<file path="src/mrsh_cfg.svh">
`ifndef MRSH_CFG_SVH
`define MRSH_CFG_SVH

// ---------------------------------------------------------------
// Receive status codes
// ---------------------------------------------------------------
`define MRSH_RS_W          5
`define MRSH_RS_QUIET      5'h00
`define MRSH_RS_RSVD_FT    5'h07
`define MRSH_RS_SD_SHORT   5'h08
`define MRSH_RS_SD_LONG    5'h0c
`define MRSH_RS_OWN_BASE   5'h10
`define MRSH_RS_TOK_BASE   5'h18
`define MRSH_RS_RING_UP    5'h1c
`define MRSH_RS_RING_DOWN  5'h1d
`define MRSH_RS_MISSED     5'h1e
`define MRSH_RS_RSVD_TOP   5'h1f

// ---------------------------------------------------------------
// Status classes, index order is presentation priority
// ---------------------------------------------------------------
`define MRSH_NCLS          6
`define MRSH_CLS_FT        0
`define MRSH_CLS_SD        1
`define MRSH_CLS_OWN       2
`define MRSH_CLS_MISS      3
`define MRSH_CLS_TOK       4
`define MRSH_CLS_RING      5

// ---------------------------------------------------------------
// Timing, byte clocks from the triggering byte to the status
// ---------------------------------------------------------------
`define MRSH_DLY_SD        2
`define MRSH_DLY_FT        2
`define MRSH_DLY_OWN       3
`define MRSH_DLY_TOK       3
`define MRSH_PIPE_DEPTH    2

`endif

</file>
<file path="src/mrsh_pkg.sv">
`include "mrsh_cfg.svh"

package mrsh_pkg;

  // ---------------------------------------------------------------
  // Indicator symbol classes
  // ---------------------------------------------------------------
  typedef enum logic [1:0] {
    MRSH_IND_RESET = 2'h0,
    MRSH_IND_SET   = 2'h1,
    MRSH_IND_OTHER = 2'h2
  } mrsh_ind_e;

  // ---------------------------------------------------------------
  // Frame types
  // ---------------------------------------------------------------
  typedef enum logic [2:0] {
    MRSH_FT_NONE   = 3'h0,
    MRSH_FT_CLAIM  = 3'h1,
    MRSH_FT_BEACON = 3'h2,
    MRSH_FT_VOID   = 3'h3,
    MRSH_FT_LLC    = 3'h4,
    MRSH_FT_SMT    = 3'h5,
    MRSH_FT_IMPL   = 3'h6,
    MRSH_FT_RSVD   = 3'h7
  } mrsh_frame_e;

  typedef logic [`MRSH_RS_W-1:0] mrsh_code_t;

  // ---------------------------------------------------------------
  // Encoder state
  // ---------------------------------------------------------------
  typedef struct packed {
    logic       [`MRSH_NCLS-1:0] pend;
    mrsh_code_t [`MRSH_NCLS-1:0] code;
    logic                        ext_seen;
    logic                        ring_prev;
    mrsh_code_t                  rs;
  } mrsh_state_s;

endpackage

</file>
<file path="src/mrsh_rx_status.sv">
// Functional notes
// Freeze selected and pin high halts tx/rx machines and the four MAC timers.
// Operation resumes on the first clock edge after freeze deasserts.
// Transmit block selected and asserted prevents any transmission start.
// A mode bit selects freeze or transmit block for the shared pin.
// Frame type codes 00000 quiet, 00001..00110 claim to implementor, 00111 reserved.
// Start delimiter gives 010xx for short and 011xx for long addresses.
// Start delimiter status appears two clocks after the JK byte.
// Frame type reported only for valid frames with E received reset.
// Frame type status appears two clocks after the ending delimiter byte.
// Own source address gives code 10 plus E, A, C bits.
// Own frame status follows frame type, three clocks after ending delimiter.
// E line low when E received reset, otherwise high.
// A and C lines high when set, low when reset.
// A or C neither set nor reset forces A low and C high.
// Tokens give 11000, 11001 repeated and 11010, 11011 captured.
// Token status appears three clocks after the token ending delimiter byte.
// Ring going operational gives 11100, going not operational gives 11101.
// Ring change yields to other status and follows it next cycle.
// Destination match with storage failure gives 11110 after frame type.
// Each non-quiet code lasts exactly one clock.
// Status lines are quiet after reset.
// Outside logic decodes frame type then only the top two bits.
// All logic runs on the network byte clock.
// Asynchronous reset initialises all state.
// External active-low destination match counts toward missed frame.
// Reserved codes 00111 and 11111 are never driven.
// Colliding status codes go out in successive cycles by offset order.
`include "mrsh_cfg.svh"

module mrsh_rx_status (
  input  wire logic                 clk_i,
  input  wire logic                 reset_i,
  input  wire logic                 freeze_select_i,
  input  wire logic                 freeze_or_tx_block_pin_i,
  input  wire logic                 tx_start_req_i,
  output logic                      freeze_o,
  output logic                      tx_start_o,
  input  wire logic                 sd_rcvd_i,
  input  wire logic                 sd_long_addr_i,
  input  wire logic                 frame_end_i,
  input  wire logic                 frame_valid_i,
  input  wire mrsh_pkg::mrsh_frame_e frame_type_i,
  input  wire logic                 own_sa_match_i,
  input  wire mrsh_pkg::mrsh_ind_e  e_ind_i,
  input  wire mrsh_pkg::mrsh_ind_e  a_ind_i,
  input  wire mrsh_pkg::mrsh_ind_e  c_ind_i,
  input  wire logic                 dest_match_i,
  input  wire logic                 ext_dest_match_in_n_i,
  input  wire logic                 buffer_store_fail_i,
  input  wire logic                 token_end_i,
  input  wire logic                 token_restricted_i,
  input  wire logic                 token_captured_i,
  input  wire logic                 ring_operational_i,
  output logic [`MRSH_RS_W-1:0]     rx_status_lines_o
);
  import mrsh_pkg::*;

  // ---------------------------------------------------------------
  // Code builders
  // ---------------------------------------------------------------
  function automatic mrsh_code_t own_code_f(input mrsh_ind_e e,
                                            input mrsh_ind_e a,
                                            input mrsh_ind_e c);
    logic eb;
    logic ab;
    logic cb;
    eb = (e != MRSH_IND_RESET);
    ab = (a == MRSH_IND_SET);
    cb = (c == MRSH_IND_SET);
    if ((a == MRSH_IND_OTHER) || (c == MRSH_IND_OTHER)) begin
      ab = 1'b0;
      cb = 1'b1;
    end
    return `MRSH_RS_OWN_BASE | {2'h0, eb, ab, cb};
  endfunction

  function automatic logic ft_ok_f(input logic valid, input mrsh_ind_e e, input mrsh_frame_e t);
    return valid && (e == MRSH_IND_RESET) && (t != MRSH_FT_NONE) && (t != MRSH_FT_RSVD);
  endfunction

  function automatic mrsh_code_t tok_code_f(input logic captured, input logic restricted);
    return `MRSH_RS_TOK_BASE | {3'h0, captured, restricted};
  endfunction

  // ---------------------------------------------------------------
  // Freeze and transmit block
  // ---------------------------------------------------------------
  assign freeze_o   = freeze_select_i && freeze_or_tx_block_pin_i;
  assign tx_start_o = tx_start_req_i && !freeze_or_tx_block_pin_i;

  // ---------------------------------------------------------------
  // Event capture
  // ---------------------------------------------------------------
  localparam int EV_W = 25;

  mrsh_state_s                               st_r;
  mrsh_state_s                               st_nxt;
  logic                                      sd_ev;
  mrsh_code_t                                sd_code;
  logic                                      ft_ev;
  mrsh_code_t                                ft_code;
  logic                                      own_ev;
  mrsh_code_t                                own_code;
  logic                                      ext_match;
  logic                                      miss_ev;
  mrsh_code_t                                tok_code;
  logic [EV_W-1:0]                           ev_in;
  logic [`MRSH_PIPE_DEPTH-1:0][EV_W-1:0]     ev_taps;
  logic [EV_W-1:0]                           ev1;
  logic [EV_W-1:0]                           ev2;
  logic [`MRSH_NCLS-1:0]                     arr;
  mrsh_code_t [`MRSH_NCLS-1:0]               arr_code;
  logic                                      ring_chg;

  assign sd_ev     = sd_rcvd_i;
  assign sd_code   = sd_long_addr_i ? `MRSH_RS_SD_LONG : `MRSH_RS_SD_SHORT;
  assign ft_ev     = frame_end_i && ft_ok_f(frame_valid_i, e_ind_i, frame_type_i);
  assign ft_code   = {2'h0, frame_type_i};
  assign own_ev    = frame_end_i && own_sa_match_i;
  assign own_code  = own_code_f(e_ind_i, a_ind_i, c_ind_i);
  assign ext_match = st_r.ext_seen || !ext_dest_match_in_n_i;
  assign miss_ev   = frame_end_i && buffer_store_fail_i && (dest_match_i || ext_match);
  assign tok_code  = tok_code_f(token_captured_i, token_restricted_i);

  assign ev_in = {sd_ev, sd_code, ft_ev, ft_code, own_ev, own_code, miss_ev, token_end_i, tok_code};

  mrsh_dly #(
    .W     (EV_W),
    .DEPTH (`MRSH_PIPE_DEPTH)
  ) u_dly (
    .clk_i   (clk_i),
    .reset_i (reset_i),
    .d_i     (ev_in),
    .taps_o  (ev_taps)
  );

  assign ev1 = ev_taps[`MRSH_DLY_SD-2];
  assign ev2 = ev_taps[`MRSH_DLY_OWN-2];

  // ---------------------------------------------------------------
  // Arrivals at their due cycle
  // ---------------------------------------------------------------
  assign ring_chg = (ring_operational_i != st_r.ring_prev);

  always_comb begin
    arr                      = '0;
    arr_code                 = '0;
    arr[`MRSH_CLS_SD]        = ev1[24];
    arr_code[`MRSH_CLS_SD]   = ev1[23:19];
    arr[`MRSH_CLS_FT]        = ev1[18];
    arr_code[`MRSH_CLS_FT]   = ev1[17:13];
    arr[`MRSH_CLS_OWN]       = ev2[12];
    arr_code[`MRSH_CLS_OWN]  = ev2[11:7];
    arr[`MRSH_CLS_MISS]      = ev2[6];
    arr_code[`MRSH_CLS_MISS] = `MRSH_RS_MISSED;
    arr[`MRSH_CLS_TOK]       = ev2[5];
    arr_code[`MRSH_CLS_TOK]  = ev2[4:0];
    arr[`MRSH_CLS_RING]      = ring_chg;
    arr_code[`MRSH_CLS_RING] = ring_operational_i ? `MRSH_RS_RING_UP : `MRSH_RS_RING_DOWN;
  end

  // ---------------------------------------------------------------
  // Priority presentation
  // ---------------------------------------------------------------
  always_comb begin
    logic found;
    found            = 1'b0;
    st_nxt           = st_r;
    st_nxt.rs        = `MRSH_RS_QUIET;
    st_nxt.ring_prev = ring_operational_i;
    if (sd_rcvd_i) begin
      st_nxt.ext_seen = 1'b0;
    end
    if (!ext_dest_match_in_n_i) begin
      st_nxt.ext_seen = 1'b1;
    end
    for (int i = 0; i < `MRSH_NCLS; i++) begin
      if (arr[i]) begin
        st_nxt.code[i] = arr_code[i];
      end
      st_nxt.pend[i] = st_r.pend[i] || arr[i];
      if (st_nxt.pend[i] && !found) begin
        found          = 1'b1;
        st_nxt.rs      = st_nxt.code[i];
        st_nxt.pend[i] = 1'b0;
      end
    end
  end

  // ---------------------------------------------------------------
  // State register
  // ---------------------------------------------------------------
  always_ff @(posedge clk_i or posedge reset_i) begin
    if (reset_i) begin
      st_r <= '0;
    end else begin
      st_r <= st_nxt;
    end
  end

  assign rx_status_lines_o = st_r.rs;
endmodule

</file>
<file path="src/mrsh_dly.sv">
module mrsh_dly #(
  parameter int W     = 8,
  parameter int DEPTH = 2
) (
  input  wire logic                      clk_i,
  input  wire logic                      reset_i,
  input  wire logic [W-1:0]              d_i,
  output logic      [DEPTH-1:0][W-1:0]   taps_o
);

  // ---------------------------------------------------------------
  // Shift register, tap k is delayed by k+1 clocks
  // ---------------------------------------------------------------
  typedef struct packed {
    logic [DEPTH-1:0][W-1:0] stage;
  } mrsh_dly_s;

  mrsh_dly_s st_r;
  mrsh_dly_s st_nxt;

  always_comb begin
    st_nxt          = st_r;
    st_nxt.stage[0] = d_i;
    for (int k = 1; k < DEPTH; k++) begin
      st_nxt.stage[k] = st_r.stage[k-1];
    end
  end

  always_ff @(posedge clk_i or posedge reset_i) begin
    if (reset_i) begin
      st_r <= '0;
    end else begin
      st_r <= st_nxt;
    end
  end

  assign taps_o = st_r.stage;

endmodule

</file>
<file path="config.mk">
export PLATFORM = sky130hd
export DESIGN_NAME = mrsh_rx_status
export DESIGN_NICKNAME = d
export VERILOG_FILES = /design/src/mrsh_pkg.sv /design/src/mrsh_rx_status.sv /design/src/mrsh_dly.sv
export VERILOG_INCLUDE_DIRS = /design/src
export SDC_FILE = /design/constraint.sdc
export NUM_CORES = 1
export LEC_CHECK = 0
export BUFFER_PORTS_ARGS = -buffer_cell sky130_fd_sc_hd__clkbuf_2
export CORE_MARGIN = 4
export CORE_UTILIZATION = 26
export CTS_CLUSTER_SIZE = 40
export DETAILED_ROUTE_END_ITERATION = 6
export PLACE_DENSITY = 0.46
export SLEW_MARGIN = 20
export SYNTH_ARGS = -nofsm -noshare
export SYNTH_HDL_FRONTEND = slang
export SYNTH_HIERARCHICAL = 1
export SYNTH_SLANG_ARGS = --single-unit
</file>
<file path="constraint.sdc">
create_clock -name clk_i -period 1.5 [get_ports clk_i]
set_input_delay 0.15 -clock clk_i [delete_from_list [all_inputs] [get_ports clk_i]]
set_output_delay 0.15 -clock clk_i [all_outputs]
set_load 0.05 [all_outputs]
</file>
==> run metrics <==
Setup crit end kind flop; Worst Path Max Fanout 4; Synth-to-Final Area Change 34.2%; I/O pin total 33; pwr dens 1220 mW/mm^2; Design Power 0.00451 W; Hold Path Class in -> reg; CTS buffer count 9; register area 0.00188 mm^2; Ys Warns 6; Port Buffers 32; vias 1708; status finished, violations left; crit path kind reg -> reg; die area 0.0123 mm^2; final clock skew 0.00438 ns; leakage 1.66 nW; Crit-path slowest cell dfrtp_1; antenna viol nets, final 0; Least-Margin Pin Slew 0.503 ns; setup ws final -0.0755 ns; Initial Utilization 0.266; overflow left after global routing 0; R2R setup slack -0.08 ns; clock latency at the later pin of the worst-skew pair 0.34 ns; DR WL/cell 12.1 um; core area 0.0103 mm^2; CTS tree done; max_cap viols 0; final hold vios 0; register clock-pin slew on the reported worst setup and hold paths 0.07 ns; # setup viols final 4; All-Layer GR Usage 0.0962; Clk Tree Root Cell clkbuf_8; RSZ-0062 raised after global routing yes; clk buf depth 2; DRC errors left 0; Multi-input gate area 843 um^2; Tcrit/Tclk final 1.05; highest clock rate 635 MHz; NumNets Final 313; # diodes 0; Die H 111 um; Synth Cell Area 0.00275 mm^2; drt pass-1 iters 4; Total Wirelength 5160 um; Rel. slew slack 0.664; Clock Sinks 75; Max Slew Vio Count 0; CP Launch Type flop; min cycle time layout 1.58 ns; CP Data Arrival Time 1.80 ns; synthesized area per cell 13.5 um^2; Placer Congestion 0.758; Post-DP HPWL 3570 um; worst-path cell chain nor4_4, nor3_4, a222oi_1, buf_4, o22ai_2; die width 111 um; most common cell after layout, fill and taps aside dfrtp_1; share of layout cells above drive strength 1 0.370; initial drt markers 78; largest net degree at the start of global routing 39; most frequent cells in the layout dfrtp_1, clkbuf_2, buf_4; CP peak stage delay 0.42 ns; htree depth 3; initial antenna violation count 0; num rows 37; failing checks negative setup slack; Syn Inst Count 204; # fillers 1019; Final Util 0.357; maximum vdd drop 0.614 mV; global-route wire length before repair 9180 um; vias per cell 3.99; vias in the first global route 1865; critical path required time 1.73 ns
[path summary, 6_finish.rpt]
check,from,to,cells after the start
worst max-delay path,u_dly/taps_o[31],rx_status_lines_o[2],5
worst min-delay path,a_ind_i[1],u_dly/taps_o[7],3
worst max register to register,u_dly/taps_o[31],rx_status_lines_o[2],5
worst min register to register,u_dly/taps_o[7],u_dly/taps_o[32],0
max in group asynchronous,reset_i,st_r[25],4
min in group asynchronous,reset_i,u_dly/taps_o[18],4
[flip-flops by register name, indices dropped and copies added, names as in the netlist]
| signal | count |
|---|---|
| u_dly/taps_o | 38 |
| st_r | 32 |
| rx_status_lines_o | 5 |
[report_power, final]
group	total [W]	internal (W)	switching, W
Combinational	0.000579	0.000252	0.000327
Clock	0.00171	0.00102	0.000690
Sequential	0.00222	0.00216	0.0000577
Total	0.00451	0.00344	0.00107
[worst max-delay path: cells and delay by family, from the launching register on]
kind	cells	cell delay, ns
AOI/OAI and AO/OA	2	0.41
buffers and inverters	1	0.19
DFF	1	0.42
and+or+nand+nor	2	0.45
[timing repair]
item,4_1_cts,5_1_grt
pin swaps,8,0
gates resized for setup,10,7
endpoints found under the hold margin,90,0
setup buffers,0,1
hold buffers,16,0
endpoints found under the setup margin,5,5
[layout make-up]
type,instances,area share
flip-flops and latches,75,0.509
repair buffers,74,0.140
clock inverters,4,0.0197
inverters,14,0.0142
clock buffers,12,0.0421
well taps,136,0.0461
multi-input cells,113,0.229
[through the flow]
stage,setup slack [ns],hold slack [ns],TNS [ns],std cells,instance area [um^2]
floorplan,0.0118,0.181,0,213,2780
global placement,-0.203,0.258,-0.826,395,3210
detailed placement,-0.176,0.260,-0.655,395,3210
CTS,-0.0810,0.0130,-0.243,427,3640
global route,-0.219,0.0434,-0.587,428,3690
finish,-0.0755,0.0329,-0.215,428,3690
[metal layers]
metal	track usage	vias to the layer above	wire, um
li1	-	840	-
met1	0.119	821	2430
met2	0.146	43	2390
met3	0.0497	4	299
met4	0.0296	0	45
met5	0	-	0
Note: power is estimated with default switching activity, not from simulation.
